**src/verilog/ssi_defs.vh**
```
`ifndef SSI_DEFS_VH
`define SSI_DEFS_VH

// Register offsets on the register port
`define SSI_A_INTCTL 8'h0b
`define SSI_A_IRQF 8'h0c
`define SSI_A_BUF 8'h13
`define SSI_A_CTL 8'h14
`define SSI_A_DIR 8'h87
`define SSI_A_IRQEN 8'h8c
`define SSI_A_ADDR 8'h93
`define SSI_A_STAT 8'h94

// Reset values
`define SSI_RST_ZERO 8'h00
`define SSI_RST_DIR 8'h3f

// Control register fields
`define SSI_B_WRITE_COLLISION_FLAG 7
`define SSI_B_OV 6
`define SSI_B_EN 5
`define SSI_B_CKP 4

// Status register fields
`define SSI_B_DA 5
`define SSI_B_STOP 4
`define SSI_B_START 3
`define SSI_B_RW 2
`define SSI_B_UA 1
`define SSI_B_BF 0

// Interrupt flag, enable and core interrupt control fields
`define SSI_B_SPIF 3
`define SSI_B_GIE 7
`define SSI_B_PEIE 6

// Direction bits of the clock and data pins
`define SSI_B_DIR_SCL 3
`define SSI_B_DIR_SDA 4

// Port mode select codes
`define SSI_M_SLV7 4'h6
`define SSI_M_SLV10 4'h7
`define SSI_M_MSTFW 4'hb
`define SSI_M_SLV7SP 4'he
`define SSI_M_SLV10SP 4'hf

// Header of a 10-bit address high byte, bits 7 to 3
`define SSI_TEN_HDR 5'h1e

// Bit counts within one byte transfer
`define SSI_CNT_ACK 4'h8
`define SSI_CNT_END 4'h9

`endif

```
**src/verilog/ssi_core.v**
```verilog
// Function
// - Matching read address sets direction to read and buffers the address byte
// - After a read match, acknowledge on ninth bit then hold clock low
// - Writing transmit data to the buffer also loads the shift register
// - Clock stays held low until firmware sets the clock-release bit
// - Transmit shifts eight bits out MSB first on falling clock edges
// - Interrupt flag set on ninth falling edge per byte; software clears it
// - Master acknowledge latched on ninth rise; high ends transfer, slave idles
// - Low acknowledge keeps transmitting with clock held for the next byte
// - START/STOP bits cleared by reset or disable, else follow latest condition
// - Firmware master pins drive low only while direction bit selects output
// - Interrupt flag set on START and STOP in modes 1011, 1110 and 1111, and on each completed byte
// - Mode 1011 idles slave; modes 0110, 0111, 1110 and 1111 keep slave active beside firmware
// - Enabling interrupt while bus busy interrupts on next STOP
// - Slave keeps receiving after lost arbitration and acknowledges its address
// - On write addresses and data, full buffer or overflow sets overflow and withholds acknowledge
// - 10-bit address byte sets update flag and holds clock until rewritten
// - 10-bit read header acknowledged only after an earlier full match
// - Sample on rising edges, compare address on eighth falling edge
// - Buffer-full set on load, cleared by buffer read; overflow by software
//
// Strobed register access was chosen for this implementation.
`timescale 1ns/100ps
`include "ssi_defs.vh"

module ssi_core (
  // Clock and reset
  input wire clk,
  input wire nrst,
  // Register port
  input wire [7:0] reg_addr,
  input wire [7:0] reg_wdata,
  input wire reg_wr,
  input wire reg_rd,
  output reg [7:0] reg_rdata_r,
  // Serial clock pin, open drain
  input wire scl_i,
  output reg scl_o_r,
  output reg scl_oe_r,
  // Serial data pin, open drain
  input wire sda_i,
  output reg sda_o_r,
  output reg sda_oe_r,
  // Peripheral interrupt request
  output reg irq_r
);

  // Slave state codes, one-hot
  localparam ST_IDLE = 5'h01;
  localparam ST_ADDR = 5'h02;
  localparam ST_ADLO = 5'h04;
  localparam ST_RCV = 5'h08;
  localparam ST_XMIT = 5'h10;

  // Software-visible registers
  reg [7:0] intctl_r;
  reg [7:0] irqf_r;
  reg [7:0] irqen_r;
  reg [7:0] buf_r;
  reg [7:0] dir_r;
  reg [7:0] addr_r;
  reg write_collision_flag_r;
  reg ov_r;
  reg en_r;
  reg ckp_r;
  reg [3:0] mode_r;
  reg [1:0] smpcke_r;
  reg da_r;
  reg stop_r;
  reg start_r;
  reg rw_r;
  reg ua_r;
  reg bf_r;

  // Slave engine state
  reg [4:0] st_r;
  reg [3:0] cnt_r;
  reg [7:0] sr_r;
  reg ack_drv_r;
  reg tx_en_r;
  reg stretch_r;
  reg nack_r;
  reg prior_r;
  reg ours_r;
  reg stop_pend_r;
  reg [7:0] rdata_nxt;

  // Synchronised lines and bus events
  wire [1:0] pins_s;
  wire scl_q;
  wire sda_q;
  wire e_rise;
  wire e_fall;
  wire e_start;
  wire e_stop;

  ssi_sync #(
    .W(2)
  ) u_sync (
    .clk(clk),
    .nrst(nrst),
    .d({scl_i, sda_i}),
    .q(pins_s)
  );

  ssi_cond u_cond (
    .clk(clk),
    .nrst(nrst),
    .scl_s(pins_s[1]),
    .sda_s(pins_s[0]),
    .scl_q(scl_q),
    .sda_q(sda_q),
    .scl_rise(e_rise),
    .scl_fall(e_fall),
    .bus_start(e_start),
    .bus_stop(e_stop)
  );

  // Register strobes
  wire wr_intctl = reg_wr & (reg_addr == `SSI_A_INTCTL);
  wire wr_irqf = reg_wr & (reg_addr == `SSI_A_IRQF);
  wire wr_irqen = reg_wr & (reg_addr == `SSI_A_IRQEN);
  wire wr_buf = reg_wr & (reg_addr == `SSI_A_BUF);
  wire wr_ctl = reg_wr & (reg_addr == `SSI_A_CTL);
  wire wr_dir = reg_wr & (reg_addr == `SSI_A_DIR);
  wire wr_addr = reg_wr & (reg_addr == `SSI_A_ADDR);
  wire wr_stat = reg_wr & (reg_addr == `SSI_A_STAT);
  wire rd_buf = reg_rd & (reg_addr == `SSI_A_BUF);
  wire ckp_set = wr_ctl & reg_wdata[`SSI_B_CKP];

  // Mode decode
  wire slv_on = en_r & ((mode_r == `SSI_M_SLV7) | (mode_r == `SSI_M_SLV10) |
    (mode_r == `SSI_M_SLV7SP) | (mode_r == `SSI_M_SLV10SP));
  wire ten_bit = (mode_r == `SSI_M_SLV10) | (mode_r == `SSI_M_SLV10SP);
  wire sp_int = (mode_r == `SSI_M_SLV7SP) | (mode_r == `SSI_M_SLV10SP) |
    (mode_r == `SSI_M_MSTFW);

  // Address compare terms
  wire hi_match = (sr_r[7:1] == addr_r[7:1]);
  wire ten_hdr = (sr_r[7:3] == `SSI_TEN_HDR);
  wire rx_busy = bf_r | ov_r;
  wire st_idle = st_r[0];
  wire st_xmit = st_r[4];
  wire in_byte = (cnt_r != 4'h0) & (cnt_r < `SSI_CNT_ACK);

  // Registers, slave engine and bus monitor
  always @(posedge clk) begin
    if (!nrst) begin
      intctl_r <= `SSI_RST_ZERO;
      irqf_r <= `SSI_RST_ZERO;
      irqen_r <= `SSI_RST_ZERO;
      buf_r <= `SSI_RST_ZERO;
      dir_r <= `SSI_RST_DIR;
      addr_r <= `SSI_RST_ZERO;
      write_collision_flag_r <= 1'b0;
      ov_r <= 1'b0;
      en_r <= 1'b0;
      ckp_r <= 1'b0;
      mode_r <= 4'h0;
      smpcke_r <= 2'h0;
      da_r <= 1'b0;
      stop_r <= 1'b0;
      start_r <= 1'b0;
      rw_r <= 1'b0;
      ua_r <= 1'b0;
      bf_r <= 1'b0;
      st_r <= ST_IDLE;
      cnt_r <= 4'h0;
      sr_r <= 8'h00;
      ack_drv_r <= 1'b0;
      tx_en_r <= 1'b0;
      stretch_r <= 1'b0;
      nack_r <= 1'b0;
      prior_r <= 1'b0;
      ours_r <= 1'b0;
      stop_pend_r <= 1'b0;
    end else begin
      // Software writes come first so hardware sets win below
      if (wr_intctl) intctl_r <= reg_wdata;
      if (wr_irqf) irqf_r <= reg_wdata;
      if (wr_irqen) irqen_r <= reg_wdata;
      if (wr_dir) dir_r <= reg_wdata;
      if (wr_addr) begin
        addr_r <= reg_wdata;
        ua_r <= 1'b0;
      end
      if (wr_stat) smpcke_r <= reg_wdata[7:6];
      if (wr_ctl) begin
        write_collision_flag_r <= reg_wdata[`SSI_B_WRITE_COLLISION_FLAG];
        ov_r <= reg_wdata[`SSI_B_OV];
        en_r <= reg_wdata[`SSI_B_EN];
        ckp_r <= reg_wdata[`SSI_B_CKP];
        mode_r <= reg_wdata[3:0];
      end
      if (rd_buf) bf_r <= 1'b0;
      // Enabling the interrupt on a busy bus arms a STOP interrupt
      if (wr_irqen & reg_wdata[`SSI_B_SPIF] & ~irqen_r[`SSI_B_SPIF] &
          start_r) begin
        stop_pend_r <= 1'b1;
      end
      // Buffer write loads the shift register unless a byte is going out
      if (wr_buf) begin
        if (tx_en_r & in_byte) begin
          write_collision_flag_r <= 1'b1;
        end else begin
          buf_r <= reg_wdata;
          sr_r <= reg_wdata;
        end
      end
      // Release of a stretched clock by firmware
      if (stretch_r & (ua_r ? wr_addr : ckp_set)) begin
        stretch_r <= 1'b0;
        if (st_xmit & ~ua_r) tx_en_r <= 1'b1;
      end

      if (!en_r) begin
        // Disabled module clears monitor bits and slave logic
        start_r <= 1'b0;
        stop_r <= 1'b0;
        st_r <= ST_IDLE;
        cnt_r <= 4'h0;
        ack_drv_r <= 1'b0;
        tx_en_r <= 1'b0;
        stretch_r <= 1'b0;
        stop_pend_r <= 1'b0;
      end else if (e_start) begin
        start_r <= 1'b1;
        stop_r <= 1'b0;
        if (sp_int) irqf_r[`SSI_B_SPIF] <= 1'b1;
        st_r <= slv_on ? ST_ADDR : ST_IDLE;
        cnt_r <= 4'h0;
        ack_drv_r <= 1'b0;
        tx_en_r <= 1'b0;
        stretch_r <= 1'b0;
        ours_r <= 1'b0;
      end else if (e_stop) begin
        stop_r <= 1'b1;
        start_r <= 1'b0;
        if (sp_int | stop_pend_r) begin
          irqf_r[`SSI_B_SPIF] <= 1'b1;
        end
        stop_pend_r <= 1'b0;
        st_r <= ST_IDLE;
        ack_drv_r <= 1'b0;
        tx_en_r <= 1'b0;
        stretch_r <= 1'b0;
      end else if (!slv_on) begin
        st_r <= ST_IDLE;
      end else if (e_rise & ~st_idle) begin
        // Sample incoming data, or latch the master acknowledge
        if (cnt_r < `SSI_CNT_ACK) begin
          if (!st_xmit) sr_r <= {sr_r[6:0], sda_q};
        end else if (st_xmit) begin
          nack_r <= sda_q;
        end
        if (cnt_r < `SSI_CNT_END) cnt_r <= cnt_r + 4'h1;
      end else if (e_fall & ~st_idle) begin
        // Transmit data moves while the clock is low
        if (st_xmit & tx_en_r & in_byte) begin
          sr_r <= {sr_r[6:0], 1'b0};
        end
        if (cnt_r == `SSI_CNT_ACK) begin
          // Eighth falling edge: decide on the byte
          tx_en_r <= 1'b0;
          case (st_r)
            ST_ADDR: begin
              if (!ten_bit) begin
                if (hi_match) begin
                  ours_r <= 1'b1;
                  da_r <= 1'b0;
                  rw_r <= sr_r[0];
                  if (sr_r[0]) begin
                    buf_r <= sr_r;
                    bf_r <= 1'b1;
                    ack_drv_r <= 1'b1;
                    nack_r <= 1'b0;
                    st_r <= ST_XMIT;
                  end else if (rx_busy) begin
                    ov_r <= 1'b1;
                    st_r <= ST_RCV;
                  end else begin
                    buf_r <= sr_r;
                    bf_r <= 1'b1;
                    ack_drv_r <= 1'b1;
                    st_r <= ST_RCV;
                  end
                end else begin
                  st_r <= ST_IDLE;
                end
              end else if (ten_hdr & hi_match & ~sr_r[0]) begin
                prior_r <= 1'b0;
                ours_r <= 1'b1;
                da_r <= 1'b0;
                rw_r <= 1'b0;
                if (rx_busy) begin
                  ov_r <= 1'b1;
                  st_r <= ST_IDLE;
                end else begin
                  buf_r <= sr_r;
                  bf_r <= 1'b1;
                  ua_r <= 1'b1;
                  ack_drv_r <= 1'b1;
                  st_r <= ST_ADLO;
                end
              end else if (ten_hdr & hi_match & sr_r[0] & prior_r) begin
                ours_r <= 1'b1;
                da_r <= 1'b0;
                rw_r <= 1'b1;
                buf_r <= sr_r;
                bf_r <= 1'b1;
                ack_drv_r <= 1'b1;
                nack_r <= 1'b0;
                st_r <= ST_XMIT;
              end else begin
                if (ten_hdr & hi_match) prior_r <= 1'b0;
                st_r <= ST_IDLE;
              end
            end
            ST_ADLO: begin
              ours_r <= 1'b1;
              if (rx_busy) begin
                ov_r <= 1'b1;
                st_r <= ST_IDLE;
              end else if (sr_r == addr_r) begin
                buf_r <= sr_r;
                bf_r <= 1'b1;
                ua_r <= 1'b1;
                prior_r <= 1'b1;
                ack_drv_r <= 1'b1;
                st_r <= ST_RCV;
              end else begin
                st_r <= ST_IDLE;
              end
            end
            ST_RCV: begin
              ours_r <= 1'b1;
              da_r <= 1'b1;
              if (rx_busy) begin
                ov_r <= 1'b1;
              end else begin
                buf_r <= sr_r;
                bf_r <= 1'b1;
                ack_drv_r <= 1'b1;
              end
            end
            ST_XMIT: begin
              ours_r <= 1'b1;
              da_r <= 1'b1;
            end
            default: begin
              st_r <= ST_IDLE;
            end
          endcase
        end else if (cnt_r == `SSI_CNT_END) begin
          // Ninth falling edge: end of byte
          if (ours_r) irqf_r[`SSI_B_SPIF] <= 1'b1;
          ours_r <= 1'b0;
          ack_drv_r <= 1'b0;
          cnt_r <= 4'h0;
          if (st_xmit) begin
            if (nack_r) begin
              st_r <= ST_IDLE;
            end else begin
              stretch_r <= 1'b1;
              ckp_r <= 1'b0;
            end
          end
          if (ua_r) stretch_r <= 1'b1;
        end
      end
    end
  end

  // Open-drain pin drivers; level is always low when enabled
  always @(posedge clk) begin
    if (!nrst) begin
      scl_o_r <= 1'b0;
      sda_o_r <= 1'b0;
      scl_oe_r <= 1'b0;
      sda_oe_r <= 1'b0;
    end else begin
      scl_o_r <= 1'b0;
      sda_o_r <= 1'b0;
      scl_oe_r <= en_r & (~dir_r[`SSI_B_DIR_SCL] | stretch_r);
      sda_oe_r <= en_r & (~dir_r[`SSI_B_DIR_SDA] | ack_drv_r |
        (tx_en_r & ~sr_r[7]));
    end
  end

  // Read data mux
  always @* begin
    case (reg_addr)
      `SSI_A_INTCTL: rdata_nxt = intctl_r;
      `SSI_A_IRQF: rdata_nxt = irqf_r;
      `SSI_A_IRQEN: rdata_nxt = irqen_r;
      `SSI_A_BUF: rdata_nxt = buf_r;
      `SSI_A_CTL: rdata_nxt = {write_collision_flag_r, ov_r, en_r, ckp_r, mode_r};
      `SSI_A_DIR: rdata_nxt = dir_r;
      `SSI_A_ADDR: rdata_nxt = addr_r;
      `SSI_A_STAT: rdata_nxt = {smpcke_r, da_r, stop_r, start_r, rw_r, ua_r,
        bf_r};
      default: rdata_nxt = 8'h00;
    endcase
  end

  // Read data one cycle after the strobe, and the interrupt request
  always @(posedge clk) begin
    if (!nrst) begin
      reg_rdata_r <= 8'h00;
      irq_r <= 1'b0;
    end else begin
      reg_rdata_r <= reg_rd ? rdata_nxt : 8'h00;
      irq_r <= intctl_r[`SSI_B_GIE] & intctl_r[`SSI_B_PEIE] &
        irqf_r[`SSI_B_SPIF] & irqen_r[`SSI_B_SPIF];
    end
  end

endmodule

```
**src/verilog/ssi_sync.v**
```verilog
`timescale 1ns/100ps
`include "ssi_defs.vh"

// Two-stage synchroniser for pin levels; idles high like the bus
module ssi_sync #(
  parameter W = 2
) (
  // Clock and reset
  input wire clk,
  input wire nrst,
  // Asynchronous levels in, synchronised levels out
  input wire [W-1:0] d,
  output reg [W-1:0] q
);

  reg [W-1:0] meta_r;

  // First stage feeds only the second stage
  always @(posedge clk) begin
    if (!nrst) begin
      meta_r <= {W{1'b1}};
      q <= {W{1'b1}};
    end else begin
      meta_r <= d;
      q <= meta_r;
    end
  end

endmodule

```
**src/verilog/ssi_cond.v**
```verilog
`timescale 1ns/100ps
`include "ssi_defs.vh"

// Finds clock edges and bus START/STOP conditions on synchronised lines
module ssi_cond (
  // Clock and reset
  input wire clk,
  input wire nrst,
  // Synchronised bus lines
  input wire scl_s,
  input wire sda_s,
  // Aligned line levels and one-cycle event pulses
  output reg scl_q,
  output reg sda_q,
  output wire scl_rise,
  output wire scl_fall,
  output wire bus_start,
  output wire bus_stop
);

  reg scl_p;
  reg sda_p;

  // Two history stages give current and previous levels
  always @(posedge clk) begin
    if (!nrst) begin
      scl_q <= 1'b1;
      sda_q <= 1'b1;
      scl_p <= 1'b1;
      sda_p <= 1'b1;
    end else begin
      scl_q <= scl_s;
      sda_q <= sda_s;
      scl_p <= scl_q;
      sda_p <= sda_q;
    end
  end

  // Edges of the clock line
  assign scl_rise = scl_q & ~scl_p;
  assign scl_fall = ~scl_q & scl_p;
  // Data moving while clock stays high
  assign bus_start = scl_q & scl_p & sda_p & ~sda_q;
  assign bus_stop = scl_q & scl_p & ~sda_p & sda_q;

endmodule

```
**config.mk**
```make
export PLATFORM = sky130hd
export DESIGN_NAME = ssi_core
export DESIGN_NICKNAME = d
export VERILOG_FILES = /design/src/verilog/ssi_core.v /design/src/verilog/ssi_sync.v /design/src/verilog/ssi_cond.v
export VERILOG_INCLUDE_DIRS = /design/src /design/src/verilog
export SDC_FILE = /design/constraint.sdc
export NUM_CORES = 1
export LEC_CHECK = 0
export BUFFER_PORTS_ARGS = -buffer_cell sky130_fd_sc_hd__clkbuf_2
export CORE_MARGIN = 1
export CORE_UTILIZATION = 61
export CTS_CLUSTER_SIZE = 28
export DETAILED_ROUTE_END_ITERATION = 6
export PLACE_DENSITY = 0.8
export SYNTH_ARGS = -nofsm -noshare
export SYNTH_HDL_FRONTEND = slang
export SYNTH_HIERARCHICAL = 1
export SYNTH_SLANG_ARGS = --single-unit
```
**constraint.sdc**
```tcl
create_clock -name clk -period 2.6 [get_ports clk]
set_input_delay 0.13 -clock clk [delete_from_list [all_inputs] [get_ports clk]]
set_output_delay 0.13 -clock clk [all_outputs]
set_load 0.02 [all_outputs]
```
==> results by group <==
Outcome
  – Failing checks: DRC
  – Status: finished with violations

Timing
  – Fin. Hold Viols: 0
  – # setup viols final: 0
  – Tcrit/Tclk final: 0.928
  – Peak Freq: about 410 MHz
  – Minimum clock period after layout: 2.41 ns
  – Slew margin rel.: 0.339
  – Slew Viols, Final: 0
  – Clock Skew: 0.0155 ns
  – Minimum hold slack: about 0.14 ns
  – Fin Setup TNS: 0 ns
  – RSZ-0062 raised after global routing: no
  – Tightest Pin Transition: 0.985 ns

Logic synthesis
  – Post-Synthesis Cell Area: approximately 0.0058 mm²
  – Yosys cell types: 76
  – Ys async rst share: 0
  – Warnings from Yosys: 6
  – Mapped Avg Cell Area: around 8.3 µm²
  – Synthesized instance count: 699
  – Synth Register Bits: 107
  – Seq/Total Area, Yosys: 0.371
  – Post-synth EDFFs: 0
  – Post-synth top flop: dfxtp_1

Floorplanning
  – Initial core utilization: 0.629
  – Total Die Area: about 0.0099 mm²
  – Width of the die: ~99 µm
  – Die Height: between 90 and 100 µm
  – Core ar.: 0.00920 mm²
  – Total I/O pin count: 35
  – Rows: 35

Placed design
  – Post-detail-place hpwl: 13.0 mm
  – GPL Wtd Cong: approximately 0.96
  – Port bufs: 32

CTS
  – CTS tree: done
  – Skew-Pair Late Insertion Delay: 0.38 ns
  – Clk sinks: 107
  – Total CTS buffers: 9
  – Root buffer selected by CTS: clkbuf_8
  – H-tree Lvls: 3
  – Clock Pin Slew Worst Setup and Hold Paths: roughly 0.10 ns
  – Clock Path Buffers: 2

Pwr
  – Comb power frac: 0.049
  – Peak VDD IR: 0.000261 V
  – P_int: 2070 µW
  – Part of the power in registers: 0.592
  – Cell Pwr Density: 440 mW/mm²
  – P_sw: just over 700 µW
  – Switching share of power: 0.254
  – Clk pwr share: 0.358
  – Leak: 0.00232 µW

Cells and area
  – Area grow syn2layout: 9.37%
  – Final core occ: 0.687
  – Nets: 750
  – Fillers: between 700 and 800
  – # diodes: 0
  – Layout cells sized above 1: 0.158

Route
  – Vias per cell: 6.92
  – Final ANT Viol Nets: 0
  – Total number of vias: 5820
  – Routed len/inst: approximately 21 µm
  – DRC: 2
  – WL final: 17.9 mm
  – Initial DRC count: about 670
  – Pre-Repair DR Iteration Count: 7

Worst setup path
  – CP Launch Point: cnt_r[1]
  – R2R setup slack: 0.19 ns
  – CP startpoint kind: register
  – R2r startpoint: cnt_r[1]
  – CP endpoint kind: register
  – Worst Path Max Fanout: 18
  – CP required: 2.87 ns
  – Worst EP arrival: about 2.7 ns
  – Crit Path Category: register to register

Global routing
  – Antenna violations before repair: 0
  – GR Util All Layers: 0.372
  – Largest net degree at the start of global routing: 35
  – First-pass GRT wire length: roughly 28 mm
  – GR Overflow Total: 0
  – Vias in the first global route: 5333

Worst hold path
  – Worst hold path type: input port to register
  – Worst Min Path Start: reg_wdata[7]

Job
  – Max_cap viols: 0
## through the flow
| step | std cells | worst slack (ns) | instance area, µm² | power [µW] |
|---|---|---|---|---|
| floorplan | 700 | 0.376 | 5780 | 1760 |
| global placement | 823 | 0.254 | 6110 | 1810 |
| detailed placement | 823 | 0.190 | 6110 | 1810 |
| CTS | 841 | 0.144 | 6310 | 2790 |
| global route | 841 | 0.0636 | 6320 | 2850 |
| finish | 841 | 0.188 | 6320 | 2780 |
## sequential cells by signal, summed over array words and instances (netlist names), 2 cells and up
name,cells
sr_r,8
st_r,5
u_sync/q,2
cnt_r,4
intctl_r,8
addr_r,8
smpcke_r,2
irqen_r,8
buf_r,8
irqf_r,8
reg_rdata_r,8
mode_r,4
u_sync/meta_r,2
dir_r,8
## cell usage in the layout (no fill, tap or decap), drive strengths merged, types with 26 or more instances in the layout
cell      n
dfxtp   107
nand2    73
nor2     60
a21oi    58
clkbuf   43
nand3    42
mux2i    37
buf      34
o21ai    26
## worst max-delay path, cell delays in order, from the launching register on
cell       delay, ns
dfxtp_1         0.38
inv_1           0.09
ha_1            0.26
nor2b_1         0.18
o2111ai_2       0.26
buf_12          0.22
mux2_2          0.37
and2_1          0.16
a32o_1          0.20
o21a_1          0.17
## power by group through the flow
stage	Sequential, µW	Clock, µW	Combinational (µW)
CTS	1650	1010	132
finish	1650	996	137
detailed placement	1680	0	129
global placement	1680	0	127
floorplan	1680	0	74.3
global route	1650	1060	143
## cell families after synthesis
logic type,share of synthesized area
XOR/XNOR,0.0180
AO/OA/AOI/OAI,0.218
adder cells (fa/ha/maj),0.00649
flip-flops,0.371
buffers and inverters,0.0524
multiplexers,0.0816
other,0.000649
AND/OR/NAND/NOR,0.252
## area by class of cell
class                           instances  area [µm²]  area share
Inverter                               14        52.6     0.00831
Clock buffer                           11         141      0.0224
Tap cell                              111         139      0.0220
Timing Repair Buffer                   68         448      0.0708
Clock inverter                          5        46.3     0.00732
Multi-Input combinational cell        525        3350       0.530
Sequential cell                       107        2140       0.339
## path summary, 6_finish.rpt
check | to | depth (start not counted)
setup / recovery | buf_r[4] | 9
hold reg to reg | u_cond/sda_q | 1
hold / removal | dir_r[7] | 3
setup reg to reg | buf_r[4] | 9
## timing repair
| action | CTS | global route |
|---|---|---|
| gates resized for setup | 0 | 3 |
| setup buffers | 0 | 0 |
| hold endpoints to repair | 2 | 0 |
| hold buffers | 2 | 0 |
| endpoints found under the setup margin | 0 | 2 |
## per-layer routing
layer | global-route usage | share of wire | up-vias
met3 | 0.0668 | 0.11 | 87
met2 | 0.565 | 0.44 | 413
met4 | 0.179 | 0.049 | 0
met1 | 0.511 | 0.40 | 2710
met5 | 0 | 0 | -
li1 | - | - | 2610
## Yosys cell counts (all sizes together) (13+ instances only)
| library cell | count | share of area |
|---|---|---|
| a211oi | 17 | 0.022 |
| a21oi | 58 | 0.051 |
| a31oi | 16 | 0.017 |
| buf | 19 | 0.021 |
| clkbuf | 35 | 0.023 |
| dfxtp | 107 | 0.37 |
| inv | 13 | 0.0084 |
| mux2i | 37 | 0.064 |
| nand2 | 73 | 0.047 |
| nand2b | 14 | 0.015 |
| nand3 | 42 | 0.037 |
| nor2 | 60 | 0.040 |
| nor3 | 17 | 0.019 |
| o21ai | 26 | 0.023 |
Power figures use the tool's default switching activity.
